===== src/logic/sac_pkg.sv =====
// Purpose: shared constants and types for the sar conversion control block
// Assumes: 125 MHz reference clock, 8 ns period
// Notes: conversion window kept in ns, its cycle counts derived; settle and bit times in cycles
package sac_pkg;
  localparam int CLK_PERIOD_NS = 8;
  localparam int RES_BITS = 18;
  // conversion time window in ns
  localparam int CONV_MIN_NS = 1000;
  localparam int CONV_MAX_NS = 2100;
  localparam int CONV_MIN_CYC = (CONV_MIN_NS + CLK_PERIOD_NS - 1) / CLK_PERIOD_NS;
  localparam int CONV_MAX_CYC = CONV_MAX_NS / CLK_PERIOD_NS;
  // cycles per bit decision of the internal conversion clock
  localparam int BIT_CYC = 6;
  // settle cycles after opening ground shorts, then after grounding the arrays
  localparam int SHORT_OPEN_CYC = 2;
  localparam int ARRAY_GND_CYC = 2;
  localparam logic [17:0] CODE_POS_MAX = 18'h1FFFF;
  localparam logic [17:0] CODE_NEG_MIN = 18'h20000;
  localparam logic [17:0] RESET_RESULT = 18'h00000;
  localparam logic [4:0] LAST_BIT_IDX = 5'h11;
  localparam int FIFO_DEPTH = 8;

  typedef enum logic [2:0] {
    SAC_ACQ = 3'b000,
    SAC_OPEN_SW = 3'b001,
    SAC_GND_ARR = 3'b011,
    SAC_SEARCH = 3'b010,
    SAC_HOLD = 3'b110,
    SAC_DONE = 3'b111
  } sac_state_e;

  typedef enum logic [1:0] {
    SAC_RD_IDLE = 2'b00,
    SAC_RD_SHIFT = 2'b01,
    SAC_RD_BUSY = 2'b11
  } sac_rd_e;
endpackage : sac_pkg


===== src/logic/sac_res_if.sv =====
// Purpose: result stream between converter core and readout
// Assumes: one clock domain
// Notes: valid/ready handshake
interface sac_res_if #(parameter int W = 18);
  logic [W-1:0] data;
  logic valid;
  logic ready;
  modport src (output data, output valid, input ready);
  modport snk (input data, input valid, output ready);
endinterface : sac_res_if


===== src/logic/sac_fifo.sv =====
// Purpose: small result buffer with registered read data
// Assumes: depth a power of two
// Notes: holds results until the serial side drains them
module sac_fifo #(
  parameter int W = 18,
  parameter int DEPTH = 8
) (
  input wire logic i_ref_clk,
  input wire logic i_reset_n,
  sac_res_if.snk wr,
  sac_res_if.src rd
);
  localparam int AW = $clog2(DEPTH);
  typedef struct packed {
    logic [AW:0] wp;
    logic [AW:0] rp;
    logic [W-1:0] q;
    logic qv;
  } sac_fifo_s;
  sac_fifo_s st, next_st;
  logic [W-1:0] mem [DEPTH];
  logic full, empty, push, pop;

  // pointer compare for honest full/empty
  assign full = (st.wp[AW] != st.rp[AW]) && (st.wp[AW-1:0] == st.rp[AW-1:0]);
  assign empty = (st.wp == st.rp);
  assign wr.ready = !full;
  assign push = wr.valid && !full;
  assign pop = !empty && (!st.qv || rd.ready);
  assign rd.data = st.q;
  assign rd.valid = st.qv;

  always_comb begin
    next_st = st;
    if (push) begin
      next_st.wp = st.wp + 1'b1;
    end
    if (pop) begin
      next_st.rp = st.rp + 1'b1;
      next_st.q = mem[st.rp[AW-1:0]];
      next_st.qv = 1'b1;
    end else if (rd.ready) begin
      next_st.qv = 1'b0;
    end
  end

  // storage kept outside the state struct, no reset needed
  always_ff @(posedge i_ref_clk) begin
    if (push) begin
      mem[st.wp[AW-1:0]] <= wr.data;
    end
  end

  always_ff @(posedge i_ref_clk) begin
    if (!i_reset_n) begin
      st <= '0;
    end else begin
      st <= next_st;
    end
  end
endmodule : sac_fifo


===== src/logic/sac_ctrl.sv =====
// Purpose: sar conversion control and serial readout
// Assumes: pins sampled by 125 MHz clock through two flops
// Notes: no software registers; host drives start, data in and shift clock
//
// Operation
// - start edge after acquisition begins conversion
// - result ready 1.0 to 2.1 us after start
// - open ground shorts before grounding arrays
// - 18-bit search, MSB first, keep balancing bits
// - on finish: acquire, output code, busy
// - internal clock times search, no shift clock
// - automatic standby between conversions
// - overrange saturates to 0x1FFFF
// - underrange saturates to 0x20000
// - start or data in low shows top bit
// - data out released on high or last edge
// - next bit after each shift clock fall
// - chip-select samples data in at start
// - chain mode samples shift clock at start
// - chain mode shifts data in on falls
// - chain busy: data out follows data in high
// - data in high selects chip-select, low chain
// - conversion completes whatever start does later
// - no-busy chip-select releases after 18th fall
module sac_ctrl (
  input wire logic i_ref_clk,
  input wire logic i_reset_n,
  input wire logic i_conversion_start_input,
  input wire logic i_serial_data_in,
  input wire logic i_shift_clk,
  input wire logic i_comp_decision,
  input wire logic i_over_range,
  input wire logic i_under_range,
  output logic o_positive_ground_short_switch,
  output logic o_negative_ground_short_switch,
  output logic o_array_to_input,
  output logic o_array_to_ground,
  output logic [17:0] o_dac_code,
  output logic o_standby,
  output logic o_busy,
  output logic o_serial_data_out,
  output logic o_serial_data_out_oe
);
  typedef struct packed {
    logic [1:0] cnv_sy;
    logic [1:0] sdi_sy;
    logic [1:0] sck_sy;
    logic cnv_d;
    logic sck_d;
    sac_pkg::sac_state_e fsm;
    logic [7:0] cnt;
    logic [4:0] bit_idx;
    logic [17:0] trial;
    logic [11:0] conv_cyc;
    logic cs_mode;
    logic chain_busy;
    sac_pkg::sac_rd_e rd;
    logic [17:0] shreg;
    logic [4:0] shifts;
    logic sw_short;
    logic arr_in;
    logic arr_gnd;
    logic [17:0] dac;
    logic standby;
    logic busy;
    logic serial_data_out;
    logic sdo_oe;
  } sac_ctrl_s;

  sac_ctrl_s st, next_st;
  sac_res_if #(.W(sac_pkg::RES_BITS)) fin ();
  sac_res_if #(.W(sac_pkg::RES_BITS)) fout ();

  logic conversion_start_input, serial_data_in, sck, cnv_rise, sck_fall, search_end;
  logic [17:0] final_code;

  // results queue here so a slow reader never blocks the next conversion
  sac_fifo #(
    .W(sac_pkg::RES_BITS),
    .DEPTH(sac_pkg::FIFO_DEPTH)
  ) u_fifo (
    .i_ref_clk(i_ref_clk),
    .i_reset_n(i_reset_n),
    .wr(fin.snk),
    .rd(fout.src)
  );

  // saturate outside full scale rather than wrap
  function automatic logic [17:0] sat_code(input logic [17:0] raw, input logic ov,
                                           input logic un);
    if (ov) begin
      sat_code = sac_pkg::CODE_POS_MAX;
    end else if (un) begin
      sat_code = sac_pkg::CODE_NEG_MIN;
    end else begin
      sat_code = raw;
    end
  endfunction : sat_code

  // only the second synchroniser stage is read
  assign conversion_start_input = st.cnv_sy[1];
  assign serial_data_in = st.sdi_sy[1];
  assign sck = st.sck_sy[1];
  assign cnv_rise = conversion_start_input && !st.cnv_d;
  assign sck_fall = !sck && st.sck_d;
  assign search_end = (st.fsm == sac_pkg::SAC_SEARCH) &&
                      (st.cnt == 8'(sac_pkg::BIT_CYC - 1)) &&
                      (st.bit_idx == sac_pkg::LAST_BIT_IDX);
  // decision of the final bit folded into the code, top bit is the sign
  assign final_code = sat_code(i_comp_decision ? st.trial : (st.trial ^ 18'h00001),
                               i_over_range, i_under_range);
  assign fin.data = final_code;
  assign fin.valid = search_end;
  // the serial side drains the queue only when idle and a frame begins
  assign fout.ready = (st.rd == sac_pkg::SAC_RD_IDLE) && st.cs_mode && !st.busy &&
                      (!conversion_start_input || !serial_data_in);

  always_comb begin
    next_st = st;
    next_st.cnv_sy = {st.cnv_sy[0], i_conversion_start_input};
    next_st.sdi_sy = {st.sdi_sy[0], i_serial_data_in};
    next_st.sck_sy = {st.sck_sy[0], i_shift_clk};
    next_st.cnv_d = conversion_start_input;
    next_st.sck_d = sck;
    if (st.fsm != sac_pkg::SAC_ACQ) begin
      next_st.conv_cyc = st.conv_cyc + 12'h001;
    end

    // conversion engine, timed by the internal counter only
    case (st.fsm)
      sac_pkg::SAC_ACQ: begin
        next_st.sw_short = 1'b1;
        next_st.arr_in = 1'b1;
        next_st.arr_gnd = 1'b0;
        next_st.standby = 1'b1;
        if (cnv_rise) begin
          next_st.fsm = sac_pkg::SAC_OPEN_SW;
          next_st.cnt = 8'h00;
          next_st.conv_cyc = 12'h000;
          next_st.standby = 1'b0;
          next_st.sw_short = 1'b0;
          next_st.cs_mode = serial_data_in;
          next_st.chain_busy = !serial_data_in && sck;
          next_st.busy = 1'b1;
          next_st.sdo_oe = 1'b0;
          next_st.rd = sac_pkg::SAC_RD_IDLE;
        end
      end
      sac_pkg::SAC_OPEN_SW: begin
        next_st.cnt = st.cnt + 8'h01;
        if (st.cnt == 8'(sac_pkg::SHORT_OPEN_CYC - 1)) begin
          next_st.arr_in = 1'b0;
          next_st.arr_gnd = 1'b1;
          next_st.fsm = sac_pkg::SAC_GND_ARR;
          next_st.cnt = 8'h00;
        end
      end
      sac_pkg::SAC_GND_ARR: begin
        next_st.cnt = st.cnt + 8'h01;
        if (st.cnt == 8'(sac_pkg::ARRAY_GND_CYC - 1)) begin
          next_st.fsm = sac_pkg::SAC_SEARCH;
          next_st.cnt = 8'h00;
          next_st.bit_idx = 5'h00;
          next_st.trial = 18'h20000;
          next_st.dac = 18'h20000;
        end
      end
      sac_pkg::SAC_SEARCH: begin
        next_st.cnt = st.cnt + 8'h01;
        if (st.cnt == 8'(sac_pkg::BIT_CYC - 1)) begin
          next_st.cnt = 8'h00;
          if (search_end) begin
            next_st.trial = final_code;
            next_st.fsm = sac_pkg::SAC_HOLD;
          end else begin
            // keep or drop current bit, then try the next lower one
            next_st.trial = (i_comp_decision ? st.trial : (st.trial ^ (18'h20000 >> st.bit_idx)))
                            | (18'h10000 >> st.bit_idx);
            next_st.dac = next_st.trial;
            next_st.bit_idx = st.bit_idx + 5'h01;
          end
        end
      end
      sac_pkg::SAC_HOLD: begin
        // pad so that data never appears before the least conversion time
        if (st.conv_cyc >= 12'(sac_pkg::CONV_MIN_CYC - 1)) begin
          next_st.fsm = sac_pkg::SAC_DONE;
        end
      end
      sac_pkg::SAC_DONE: begin
        next_st.fsm = sac_pkg::SAC_ACQ;
        next_st.busy = 1'b0;
        next_st.sw_short = 1'b1;
        next_st.arr_in = 1'b1;
        next_st.arr_gnd = 1'b0;
        next_st.standby = 1'b1;
        next_st.shreg = st.trial;
        next_st.shifts = 5'h00;
        if (st.chain_busy) begin
          next_st.serial_data_out = 1'b0;
          next_st.sdo_oe = 1'b1;
        end
      end
      default: begin
        next_st.fsm = sac_pkg::SAC_ACQ;
      end
    endcase

    // chip-select readout from the result queue
    if (st.cs_mode && !st.busy) begin
      case (st.rd)
        sac_pkg::SAC_RD_IDLE: begin
          if (fout.valid && fout.ready) begin
            next_st.shreg = fout.data;
            next_st.serial_data_out = fout.data[17];
            next_st.sdo_oe = 1'b1;
            next_st.shifts = 5'h00;
            next_st.rd = sac_pkg::SAC_RD_SHIFT;
          end
        end
        sac_pkg::SAC_RD_SHIFT: begin
          if (conversion_start_input && serial_data_in) begin
            next_st.sdo_oe = 1'b0;
            next_st.rd = sac_pkg::SAC_RD_BUSY;
          end else if (sck_fall) begin
            next_st.shreg = {st.shreg[16:0], 1'b0};
            next_st.serial_data_out = st.shreg[16];
            next_st.shifts = st.shifts + 5'h01;
            if (st.shifts == 5'(sac_pkg::RES_BITS - 1)) begin
              next_st.sdo_oe = 1'b0;
              next_st.rd = sac_pkg::SAC_RD_BUSY;
            end
          end
        end
        sac_pkg::SAC_RD_BUSY: begin
          // wait for the frame to close before another word
          if (conversion_start_input && serial_data_in) begin
            next_st.rd = sac_pkg::SAC_RD_IDLE;
          end
        end
        default: begin
          next_st.rd = sac_pkg::SAC_RD_IDLE;
        end
      endcase
    end

    // chain mode: latest result shifts out, upstream data shifts in
    if (!st.cs_mode && !st.busy && st.fsm == sac_pkg::SAC_ACQ) begin
      if (st.chain_busy && serial_data_in && st.shifts == 5'h00 && !st.serial_data_out) begin
        next_st.serial_data_out = 1'b1;
      end else if (sck_fall) begin
        next_st.shreg = {st.shreg[16:0], serial_data_in};
        next_st.serial_data_out = st.shreg[17];
        next_st.sdo_oe = 1'b1;
        next_st.shifts = st.shifts + 5'h01;
      end else if (!st.chain_busy && !conversion_start_input) begin
        next_st.sdo_oe = 1'b1;
        next_st.serial_data_out = st.shreg[17];
      end
    end
  end

  always_ff @(posedge i_ref_clk) begin
    if (!i_reset_n) begin
      st <= '0;
      st.fsm <= sac_pkg::SAC_ACQ;
      st.rd <= sac_pkg::SAC_RD_IDLE;
      st.sw_short <= 1'b1;
      st.arr_in <= 1'b1;
      st.standby <= 1'b1;
      st.shreg <= sac_pkg::RESET_RESULT;
      st.cs_mode <= 1'b1;
    end else begin
      st <= next_st;
    end
  end

  // every output comes straight from the state register
  assign o_positive_ground_short_switch = st.sw_short;
  assign o_negative_ground_short_switch = st.sw_short;
  assign o_array_to_input = st.arr_in;
  assign o_array_to_ground = st.arr_gnd;
  assign o_dac_code = st.dac;
  assign o_standby = st.standby;
  assign o_busy = st.busy;
  assign o_serial_data_out = st.serial_data_out;
  assign o_serial_data_out_oe = st.sdo_oe;
endmodule : sac_ctrl


===== config.mk =====
export PLATFORM = sky130hd
export DESIGN_NAME = sac_ctrl
export DESIGN_NICKNAME = d
export VERILOG_FILES = /design/src/logic/sac_pkg.sv /design/src/logic/sac_res_if.sv /design/src/logic/sac_fifo.sv /design/src/logic/sac_ctrl.sv
export SDC_FILE = /design/constraint.sdc
export NUM_CORES = 1
export LEC_CHECK = 0
export BUFFER_PORTS_ARGS = -buffer_cell sky130_fd_sc_hd__clkbuf_2
export CAP_MARGIN = 20
export CORE_ASPECT_RATIO = 1.2
export CORE_MARGIN = 2
export CORE_UTILIZATION = 45
export DETAILED_ROUTE_END_ITERATION = 10
export GPL_TIMING_DRIVEN = 0
export PLACE_DENSITY = 0.61
export SLEW_MARGIN = 10
export SYNTH_ARGS = -nofsm -noshare
export SYNTH_HDL_FRONTEND = slang
export SYNTH_SLANG_ARGS = --single-unit

===== constraint.sdc =====
create_clock -name i_ref_clk -period 4.3 [get_ports i_ref_clk]
set_input_delay 0.86 -clock i_ref_clk [delete_from_list [all_inputs] [get_ports i_ref_clk]]
set_output_delay 0.86 -clock i_ref_clk [all_outputs]
set_load 0.05 [all_outputs]

* Word level (Yosys, flattened, before mapping)
Memories as Yosys holds them, arrays and structs flattened. A register that Yosys moved wholly into a read port is not among the register bits.
Cells that the tools add are included.
** Operators by class
- Add/sub/neg operators :: 6
- Multipliers :: 0
- Divide/modulo/power cells :: 0
- Order comparisons :: 1
- Equality and inequality tests :: 21
- Shift-type cells :: 2
- Mux-type cells :: 62
- Bitwise gates (word level) :: 3
- Reduce and logical (&&, ||, !) cells :: 51
** Operator list (number)
- $mux 18 :: 7
- $mux 23 :: 5
- $pmux 23 s2 :: 2
- $mux 25 :: 3
- $mux 34 :: 2
- $pmux 18 s2 :: 1
- $mux 16 :: 2
- $pmux 8 s4 :: 1
- $mux 2 :: 13
- $mux 11 :: 2
- $logic_and 1x1->1 :: 20
- $or 18x18->18 :: 1
- $shr 17x5->18 const A :: 1
- $shr 18x5->18 const A :: 1
- $xor 18x18->18 :: 1
- $pmux 3 s5 :: 1
- $mux 1 :: 13
- $add 12x1->12 const B :: 1
- $ge 12x7->1 const B :: 1
- $logic_not 1->1 :: 12
- $mux 12 :: 1
- $pmux 2 s2 :: 3
- $add 5x1->5 const B :: 2
- $eq 5x5->1 const B :: 2
- other kinds (31) :: 48
** Storage, ports and cells
- Register bits after elaboration :: 115
- Bits in latches :: 0
- Memory bits (writable) :: 144
- Bits in read-only memories :: 0
- Input port bits :: 8
- Output and inout bits :: 26
- Word-level logic and storage cells :: 173
- Memories kept :: 1
** Memory list
- u_fifo.mem :: depth 8, width 18, read ports 1, clocked after Yosys merged registers in 1, wr ports 1, line sac_fifo.sv:21 : logic [W-1:0] mem [DEPTH];

* Longest topological paths before layout
Gate-level depths: netlist (run 1).
- Word-level depth :: 13
- Mapped depth :: 9
- Depth with buffers taken out :: 7

* Cells and area by module
Synthesis (run 1) repeated with hierarchy kept, for this count alone.
** Unflattened totals
- Cells, all modules :: 1054
- Area total of the unflattened synthesis :: 12485.7 um2
** Modules (own cells, without submodules)
- sac_fifo :: times used 1, cells each 351, area each 6661.4 um2, seq. area each 4864.7 um2
- sac_ctrl :: times used 1, cells each 703, area each 5824.3 um2, seq. area each 2122.0 um2

* Least setup slack after synthesis (run 1)
Ideal clock, no wire load.
- Path kind :: flip-flop to flip-flop
- Start point :: register st[82] in the netlist's numbering
- End point :: memory u_fifo.mem[0][0], enable pin
- Setup time :: 416 ps
- Arrival time :: 2845 ps
- Required time :: 3884 ps
- Setup slack :: 1039 ps
- Cell stages (with the launch flop) :: 6
- Path buffers :: 0
- Period minus slack after synthesis :: 3261 ps
- Path through :: dfxtp_1 -> ha_1 -> and4bb_2 -> nand4_1 -> or3_1 -> nor3_1
** On the way
- Longest elaborated chain between the ends :: 5
** RTL lines
- start, declared :: line sac_ctrl.sv:70 : sac_ctrl_s st, next_st;
- start signal, assigned :: line sac_ctrl.sv:274 : st <= next_st;
- $eq 5x5->1 :: line sac_ctrl.sv:108 : (st.bit_idx == sac_pkg::LAST_BIT_IDX);
- $logic_and 1x1->1 :: line sac_ctrl.sv:107 : (st.cnt == 8'(sac_pkg::BIT_CYC - 1)) &&
- $logic_and 1x1->1 :: line sac_fifo.sv:28 : assign push = wr.valid && !full;
- $mux 1 :: line sac_fifo.sv:49 : if (push) begin
- $mux 1 (not written as such) :: line sac_fifo.sv:50 : mem[st.wp[AW-1:0]] <= wr.data;
- end, declared :: line sac_fifo.sv:21
Every way passes these cells.

* Final worst setup path (run 1)
- Start point :: register st[82] in the netlist's numbering
- End point :: memory u_fifo.mem[4][8], enable pin
The elaborated chain is that of the path after synthesis.

==> results of run 1 <==
==> cell families after synthesis <==
family	synth area share (%)
muxes	9.847
adders and majority gates	1.523
AOI/OAI and AO/OA	13.71
xor gates and xnor gates	1.208
and+or+nand+nor	12.83
DFF	56.68
buffers and inverters	4.192
==> worst paths after layout <==
kind | startpoint | end | slack (ns) | cells past startpoint
worst min-delay path | next_st[103] | serial_data_in | 0.43 | 1
worst max-delay path | st[82] | u_fifo.mem[4][8] | 0.85 | 6
worst min register to register | next_st[103] | serial_data_in | 0.43 | 1
worst max register to register | st[82] | u_fifo.mem[4][8] | 0.85 | 6
==> cells in the mapped netlist (all sizes together) (7+ instances only) <==
master / n / area (um^2)
a211oi: 28 / 215.2
a21o: 7 / 52.55
a21oi: 56 / 280.3
a2bb2oi: 8 / 70.07
a31o: 7 / 61.31
a32oi: 9 / 78.83
and2: 13 / 81.33
and3: 9 / 56.30
buf: 50 / 302.8
clkbuf: 30 / 112.6
dfxtp: 133 / 2663
edfxtp: 144 / 4324
ha: 15 / 187.7
inv: 25 / 93.84
mux2i: 38 / 380.4
mux4: 36 / 810.8
nand2: 76 / 285.3
nand2b: 10 / 62.56
nand3: 37 / 190.2
nor2: 101 / 379.1
nor2b: 16 / 100.1
nor3: 11 / 65.06
nor3b: 7 / 57.55
o211ai: 7 / 52.55
o21a: 15 / 112.6
o21ai: 38 / 190.2
o2bb2ai: 9 / 78.83
o31a: 8 / 70.07
o31ai: 8 / 60.06
or3: 8 / 50.05
xnor2: 11 / 96.34
==> placed cells by master, fill, tap and decap left out, types with 21 or more instances in the layout <==
master	synthesis	layout
dfxtp_1	133	133
clkbuf_16	0	31
buf_4	20	21
nand3_1	36	36
o21ai_0	38	38
nor2_1	101	96
clkbuf_2	0	32
mux4_2	36	36
inv_1	25	25
a211oi_1	27	27
buf_2	26	26
mux2i_1	38	38
edfxtp_1	144	144
nand2_1	76	76
clkbuf_1	30	34
a21oi_1	56	56
==> metrics by stage <==
step / TNS (ns) / hold slack [ns] / power (uW) / instance area [um^2]
floorplan: 0 / 0.4119 / 3376 / 12330
global placement: -30.70 / 0.4159 / 3545 / 12910
detailed placement: 0 / 0.4224 / 3550 / 13090
CTS: 0 / 0.4369 / 6333 / 14160
global route: 0 / 0.4423 / 6512 / 14160
finish: 0 / 0.4333 / 6280 / 14160
==> sequential cells by signal (all words and copies together) (netlist names) <==
name	count
o_standby	1
u_fifo.st	8
o_array_to_ground	1
u_fifo.mem	144
u_fifo.rd.data	18
u_fifo.rd.valid	1
o_array_to_input	1
next_st	4
o_serial_data_out	1
conversion_start_input	1
o_serial_data_out_oe	1
serial_data_in	1
o_busy	1
st	75
o_dac_code	18
o_negative_ground_short_switch	1
==> worst max-delay path: stages, from the launching register on <==
cell,delay [ns]
dfxtp_1,0.43
ha_1,0.36
and4bb_2,0.38
nand4_1,0.38
or3_1,0.61
nor2_2,0.75
buf_6,0.25
==> final cells by class <==
class	count	area (um^2)
fill	2389	12850
sequential	277	6987
multi-input combinational	668	4850
clock buffer	35	790.8
tap	340	425.4
buffer	80	415.4
timing repair buffer	43	307.8
clock inverter	21	280.3
inverter	27	101.3
==> power groups by stage <==
stage                     Combinational (uW)  Sequential [uW]  Clock [uW]
after floorplan                          434             2940           0
after global placement                   602             2940           0
after detailed placement                 606             2940           0
after CTS                                608             2890        2840
after global routing                     664             2890        2950
final                                    601             2890        2790
==> layer usage <==
metal	vias to the layer above	global-route usage, %	routed length, um
li1	4080	-	-
met1	4243	27.31	12970
met2	228	39.08	15730
met5	-	0	0
met4	0	7.148	1030
met3	72	3.533	1509
==> flow_summary.yaml, run 1 <==
status:
  status: "completed"
drt:
  viasPerCell: 5.783
  avgRoutedWirePerCell_um: 20.96
  vias: 8623
  routed_wl_mm: 31.24
  drt_iter0_markers: 625
  first_pass_iters: 5
  drc: 0
  drtAntennaViolNets: 0
die:
  fp-row-count: 66
  die_h_um: 185.3
  fp.dieW_um: 155.1
  io_pins: 34
  start_util_pct: 45.64
  dieArea_mm2: 0.02874
  coreArea_mm2: 0.02700
cells_and_area:
  syn2layout_area_growth_pct: 14.86
  drive_gt1_share_pct: 18.07
  nNetsFinal: 1150
  n_antenna_cell: 0
  fin_util_pct: 52.43
  final_cells: 1491
clock_tree:
  htreeDepth: 1
  cts_tree: "yes"
  hold_buffers: 0
  clk_latency_ns: 0.56
  cts.sinks: 277
  clk_path_buf_depth: 3
  path_clk_slew_ns: 0.06
  cts_setup_buffers: 0
  cts.repair.resized: 0
  cts_buffers: 30
  root_buffer: "clkbuf_16"
job:
  drv_cap: 0
timing:
  fin_ws_ns: 0.8516
  layout_min_cycle_time_ns: 3.448
  finalSetupViolCount: 0
  slew_viol_final: 0
  skew_ns: 0.01669
  relSlewSlack_pct: 31.93
  period_share_pct: 80.20
  max_freq_mhz: 290.0
  rsz0062_at_grt: "false"
  hold_violations: 0
  tightest_slew_ns: 1.012
worst_setup_path:
  critPathKind: "reg -> reg"
  cp-start-kind: "flop"
  arrival_ns: 3.71
  crit_required_ns: 4.56
  crit_fanout: 12
  worstSetupEndpointType: "flop"
yosys:
  syn_inst: 1052
  synth.net_count: 1075
  netlist_area_mm2: 0.01233
  async_flop_share_pct: 0
  synth-edff-count: 144
  ys_types: 73
  ys_seq_area_share_pct: 56.68
  synth-seq-cells: 277
  yosysWarnings: 0
  avgSynthCellArea_um2: 11.72
  ys.flop_type: "edfxtp_1"
power:
  power_leakage_uw: 0.004921
  switching_power_uw: 1489
  p_int_uw: 4791
  combPwrFrac_pct: 9.6
  ir_worst_vdd_v: 0.0003406
  swShare_pct: 23.71
  power.clock.fraction_pct: 44.4
  power_frac_seq_pct: 46.0
  power_density_mw_per_mm2: 443.6
min_path:
  min_path_type: "reg -> reg"
global_routing:
  grt_pass1_vias: 8489
  grt_pass1_wl_mm: 48.56
  grt_max_degree: 15
  grt-ovfl-total: 0
  gr-usage-all-layers_pct: 21.96
  antenna_found_initial: 0
placement:
  place_inst: 1435
  pre_cts_ws_ns: 0.8732
  place_congestion: 0.8457
  place_hpwl_mm: 21.92
  port_buffers: 32
Note: power is estimated with default switching activity, not from simulation.
==> run 2, diff against run 1 <==
- PLACE_DENSITY: 0.61 -> 0.63
- clock period: 4.3 -> 3.1 ns (I/O delays scaled with it)
==> run 2 against run 1 <==
  * Critical path type unchanged
  * Flip-flop and latch count stayed put
  * Highest routed layer unchanged
  * Final cell count is essentially flat
  * Sequential share of layout area about the same
  * First-iteration DRC count up 17%
  * Core utilization barely moved
  * Largest power group unchanged
  * Via count fell by 0.56%
  * Combinational power increased by 38%
==> flow_summary.yaml, run 2 (synthesis results as in run 1) <==
global_routing:
  grt_max_degree: 15
  grt-ovfl-total: 0
  grt_pass1_wl_mm: 48.07
  antenna_found_initial: 0
  gr-usage-all-layers_pct: 21.59
  grt_pass1_vias: 8606
drt:
  routed_wl_mm: 30.53
  drt_iter0_markers: 729
  avgRoutedWirePerCell_um: 20.46
  first_pass_iters: 4
  viasPerCell: 5.747
  vias: 8575
  drc: 0
  drtAntennaViolNets: 0
timing:
  tightest_slew_ns: 0.9996
  slew_viol_final: 0
  layout_min_cycle_time_ns: 2.818
  relSlewSlack_pct: 32.79
  rsz0062_at_grt: "false"
  finalSetupViolCount: 0
  fin_tns_setup_ns: 0
  max_freq_mhz: 354.8
  skew_ns: 0.01431
  whs_ns: 0.2729
  period_share_pct: 90.91
  hold_violations: 0
worst_setup_path:
  critPathTopFamily: "simple AND/OR/NAND/NOR gates"
  worstSetupEndpointType: "flop"
  max_stage_delay_ns: 0.56
  arrival_ns: 3.07
  crit_required_ns: 3.36
  cp_num_buf_inv: 2
  cp-startpoint: "st[82]"
  cp-start-kind: "flop"
  critPathKind: "reg -> reg"
  crit_fanout: 10
  slowest_stage: "nor2_2"
  cp_cell_sequence: "ha_1 > and4bb_2 > nand4_1 > buf_4 > nor2_1 > nand2_1 > nor2_2 > buf_8"
  timing.rr.start: "st[82]"
placement:
  port_buffers: 32
  place_hpwl_mm: 21.46
  dpl_cell_area_mm2: 0.01309
  place_congestion: 0.8526
die:
  io_pins: 34
  fp-row-count: 66
  die_h_um: 185.3
  dieArea_mm2: 0.02874
  start_util_pct: 45.64
  coreArea_mm2: 0.02700
  fp.dieW_um: 155.1
cells_and_area:
  nNetsFinal: 1152
  n_antenna_cell: 0
  final_cell_mix: "144 x edfxtp_1, 133 x dfxtp_1, 96 x nor2_1"
  layout_commonest_cell: "edfxtp_1"
  largest_register_ffs: 144
  stdcell_area_mm2: 0.01417
  multiInputGateArea_mm2: 0.004876
  drive_gt1_share_pct: 18.49
  fillerInstances: 2376
  syn2layout_area_growth_pct: 14.96
  regArea_mm2: 0.006987
clock_tree:
  cts_buffers: 29
  cts.sinks: 277
  cts_tree: "yes"
  path_clk_slew_ns: 0.06
  htreeDepth: 1
  clk_latency_ns: 0.55
  clk_path_buf_depth: 3
  root_buffer: "clkbuf_16"
power:
  ir_worst_vdd_v: 0.0004629
  power_density_mw_per_mm2: 606.2
  power_leakage_uw: 0.004906
  power_uw: 8589
min_path:
  worstHoldStart: "i_conversion_start_input"
  min_path_type: "in -> reg"
status:
  status: "completed"
job:
  drv_cap: 0
==> run 2: cell type report <==
class	instances	share of cell area, %
tap	340	3.002
timing repair buffer	46	2.384
sequential	277	49.31
clock inverter	23	2.075
multi-input combinational	668	34.41
inverter	27	0.7152
clock buffer	31	5.174
buffer	80	2.932
==> run 2: path summary, 6_finish.rpt <==
check | endpoint | slack (ns) | depth (start not counted)
max reg2reg | u_fifo.mem[3][16] | 0.28 | 8
min reg2reg | next_st[98] | 0.43 | 1
min | next_st[105] | 0.27 | 2
max | u_fifo.mem[3][16] | 0.28 | 8
==> run 2: power by group <==
part	total, uW	switching [uW]	internal, uW
Sequential	4010	71.2	3940
Clock	3750	1460	2290
Combinational	832	517	315
Total	8590	2050	6540
==> run 2: routing by layer <==
layer / GRT usage (%) / vias up / share of wire, %
met2: 37.97 / 189 / 50
met3: 3.112 / 56 / 4.3
met1: 27.15 / 4251 / 43
li1: - / 4079 / -
met5: 0 / - / 0
met4: 7.741 / 0 / 3.0
==> run 2: timing repair <==
action | CTS | global route
gates resized for setup | 3 | 1
endpoints found under the setup margin | 42 | 83
pin swaps | 1 | 1
hold buffers | 0 | 0
buffers inserted | 2 | 2
==> run 2: stage by stage <==
step | util, % | std cells | worst slack, ns
floorplan | - | 1052 | 0.03817
global placement | 47.83 | 1424 | -1.654
detailed placement | 48.48 | 1434 | -0.1380
CTS | 52.40 | 1490 | 0.01619
global route | 52.47 | 1492 | 0.08320
finish | 52.47 | 1492 | 0.2818
==> run 3, diff against run 2 <==
- REMOVE_ABC_BUFFERS: default -> 1
- SYNTH_HIERARCHICAL: default -> 1
==> run 3 against run 2 <==
  * Synthesized cell count increased by 0.19%
  * Clock power decreased by 8.3%
  * Sequential power increased by 1%
  * Non-clock buffer count decreased by 66
  * Maximum frequency decreased by 4.4%
  * Final cell count decreased by 5.7%
  * Critical path depth decreased by 1
  * Setup slack got worse by 0.13 ns
  * Register-to-register slack got worse by 0.13 ns
  * Die area increased by 1.3%
  * Via count decreased by 5.0%
  * Sequential share of layout area increased by 1.1 points
  * Critical endpoint is now u_fifo/mem[7][0]
  * Largest power group unchanged
  * Highest routed layer unchanged
==> flow_summary.yaml, run 3 <==
status:
  status: "completed"
worst_setup_path:
  slowest_stage: "or4_4"
  worstSetupEndpointType: "flop"
  arrival_ns: 3.21
  cp-start-kind: "flop"
  cp_cell_sequence: "or4_4 > or4b_4 > nor2_4 > inv_1 > a41o_2 > nor3_4 > buf_4"
  cp_num_buf_inv: 2
  max_stage_delay_ns: 0.57
  crit_required_ns: 3.36
  critPathTopFamily: "simple AND/OR/NAND/NOR gates"
  critPathKind: "reg -> reg"
  crit_fanout: 6
power:
  switching_power_uw: 2105
  power.clock.fraction_pct: 40.9
  power_density_mw_per_mm2: 606.1
  power_uw: 8411
  power_frac_seq_pct: 48.4
  ir_worst_vdd_v: 0.0005232
  combPwrFrac_pct: 10.7
  power_leakage_uw: 0.004808
  swShare_pct: 25.02
  p_int_uw: 6307
yosys:
  syn_inst: 1054
  async_flop_share_pct: 0
  synth-edff-count: 144
  synth-seq-cells: 277
  yosysTopAreaCell: "edfxtp_1"
  ys.flop_type: "edfxtp_1"
  synth_top_cells_by_count: "144 x edfxtp_1, 133 x dfxtp_1, 80 x nand2_1"
  avgSynthCellArea_um2: 11.85
  ys_types: 82
  ys_seq_area_share_pct: 55.96
  netlist_area_mm2: 0.01249
  yosysWarnings: 6
  yosysTopAreaCellShare_pct: 34.63
  synth.most_common_cell: "edfxtp_1"
  synth_area_leaders: "edfxtp_1 35%, dfxtp_1 21%, mux4_2 6.5%, mux2i_1 3.4%, a21oi_1 3.1%"
drt:
  routed_wl_mm: 27.65
  first_pass_iters: 5
  avgRoutedWirePerCell_um: 19.65
  drtAntennaViolNets: 0
  drc: 0
  vias: 8144
  drt_iter0_markers: 538
  viasPerCell: 5.788
timing:
  slew_viol_final: 0
  fin_tns_setup_ns: 0
  layout_min_cycle_time_ns: 2.947
  max_freq_mhz: 339.3
  relSlewSlack_pct: 31.02
  skew_ns: 0.01065
  rsz0062_at_grt: "false"
  finalSetupViolCount: 0
  hold_violations: 0
  tightest_slew_ns: 1.033
  period_share_pct: 95.08
cells_and_area:
  final_cell_mix: "144 x edfxtp_1, 129 x dfxtp_1, 80 x nand2_1"
  fillerInstances: 2311
  stdcell_area_mm2: 0.01388
  n_antenna_cell: 0
  syn2layout_area_growth_pct: 11.15
  layout_commonest_cell: "edfxtp_1"
  largest_register_ffs: 144
  drive_gt1_share_pct: 17.71
  nNetsFinal: 1068
min_path:
  min_path_type: "in -> reg"
placement:
  place_congestion: 0.8251
  place_hpwl_mm: 17.91
  dpl_cell_area_mm2: 0.01273
  port_buffers: 33
global_routing:
  met3_usage_pct: 2.508
  grt_max_degree: 67
  antenna_found_initial: 0
  grt_pass1_vias: 7964
  grt_pass1_wl_mm: 44.42
  use_met1_pct: 26.12
  gr-usage-all-layers_pct: 19.07
  grt-ovfl-total: 0
  top_usage_layer: "met2"
  use_met2_pct: 32.35
job:
  drv_cap: 0
die:
  start_util_pct: 45.96
  fp.dieW_um: 156.1
  fp-row-count: 66
  io_pins: 34
  coreArea_mm2: 0.02717
  dieArea_mm2: 0.02910
  die_h_um: 186.5
clock_tree:
  clk_path_buf_depth: 3
  clk_latency_ns: 0.55
  root_buffer: "clkbuf_16"
  cts_tree: "yes"
  cts_buffers: 28
  cts.sinks: 277
  path_clk_slew_ns: 0.06
  htreeDepth: 1
run 3: cell types whose count changed after synthesis, moves of 8 or more:
cell | before | now
a221o_1 | 2 | 16
a2bb2oi_1 | 8 | 0
a21o_1 | 7 | 19
a211oi_1 | 27 | 2
buf_2 | 26 | 13
o2bb2ai_1 | 9 | 0
o21a_1 | 15 | 3
a32oi_1 | 9 | 0
a22oi_1 | 2 | 17
nor2_1 | 101 | 65
a21oi_1 | 56 | 77
buf_4 | 20 | 42
run 3: layout make-up:
cell class / instances / area [um^2] / area share [%]
Inverter: 22 / 82.58 / 0.5950
Clock buffer: 39 / 822.0 / 5.923
Sequential cell: 277 / 6994 / 50.40
Tap cell: 340 / 425.4 / 3.065
Timing Repair Buffer: 60 / 541.8 / 3.904
Clock inverter: 13 / 131.4 / 0.9466
Multi-Input combinational cell: 656 / 4881 / 35.17
run 3: power by group through the flow:
stage | Clock [uW] | Sequential (uW) | Combinational, uW
6_report | 3440 | 4070 | 903
2_1_floorplan | 0 | 4170 | 589
5_1_grt | 3670 | 4080 | 1010
3_5_place_dp | 0 | 4150 | 895
4_1_cts | 3520 | 4070 | 897
3_3_place_gp | 0 | 4190 | 820
run 3: metal layers:
| metal | share of wire, % | wire length, um | vias up |
|---|---|---|---|
| li1 | - | - | 3910 |
| met1 | 44 | 12260 | 4028 |
| met2 | 50 | 13700 | 165 |
| met3 | 4.3 | 1177 | 41 |
| met4 | 1.9 | 514 | 0 |
| met5 | 0 | 0 | - |
run 3: logic make-up (layout without fill, tap and decap cells):
kind of cell	count (synthesis)	count (layout)	share of synthesized area [%]
buffers and inverters	122	134	5.602
xor gates and xnor gates	14	14	1.102
and+or+nand+nor	296	297	12.11
muxes	86	86	10.58
adders and majority gates	15	15	1.503
DFF	277	277	55.96
AOI/OAI and AO/OA	244	244	13.15
run 3: worst paths after layout:
path                start          endpoint  slack [ns]  cells after the start
max                st[90]  u_fifo/mem[7][0]        0.15                      7
min           i_shift_clk      next_st[101]        0.28                      2
max reg2reg        st[90]  u_fifo/mem[7][0]        0.15                      7
min reg2reg  next_st[101]       next_st[98]        0.43                      1
run 3: what timing repair did:
action,in CTS,in global routing
gates resized for setup,4,6
gates cloned,1,0
buffers inserted,7,4
pin swaps,5,3
hold buffers,0,0
endpoints found under the setup margin,145,136
run 3: through the flow:
stage                     hold WS [ns]  setup WS (ns)  std cells  utilization, %
after floorplan                 0.4057        -0.9770        954               -
after detailed placement        0.4256        -0.2916       1341           46.85
final                           0.2802         0.1526       1407           51.08
after global routing            0.2725        0.02028       1407           51.08
after CTS                       0.2623        -0.1476       1401           50.70
after global placement          0.4209         -3.004       1327           45.86
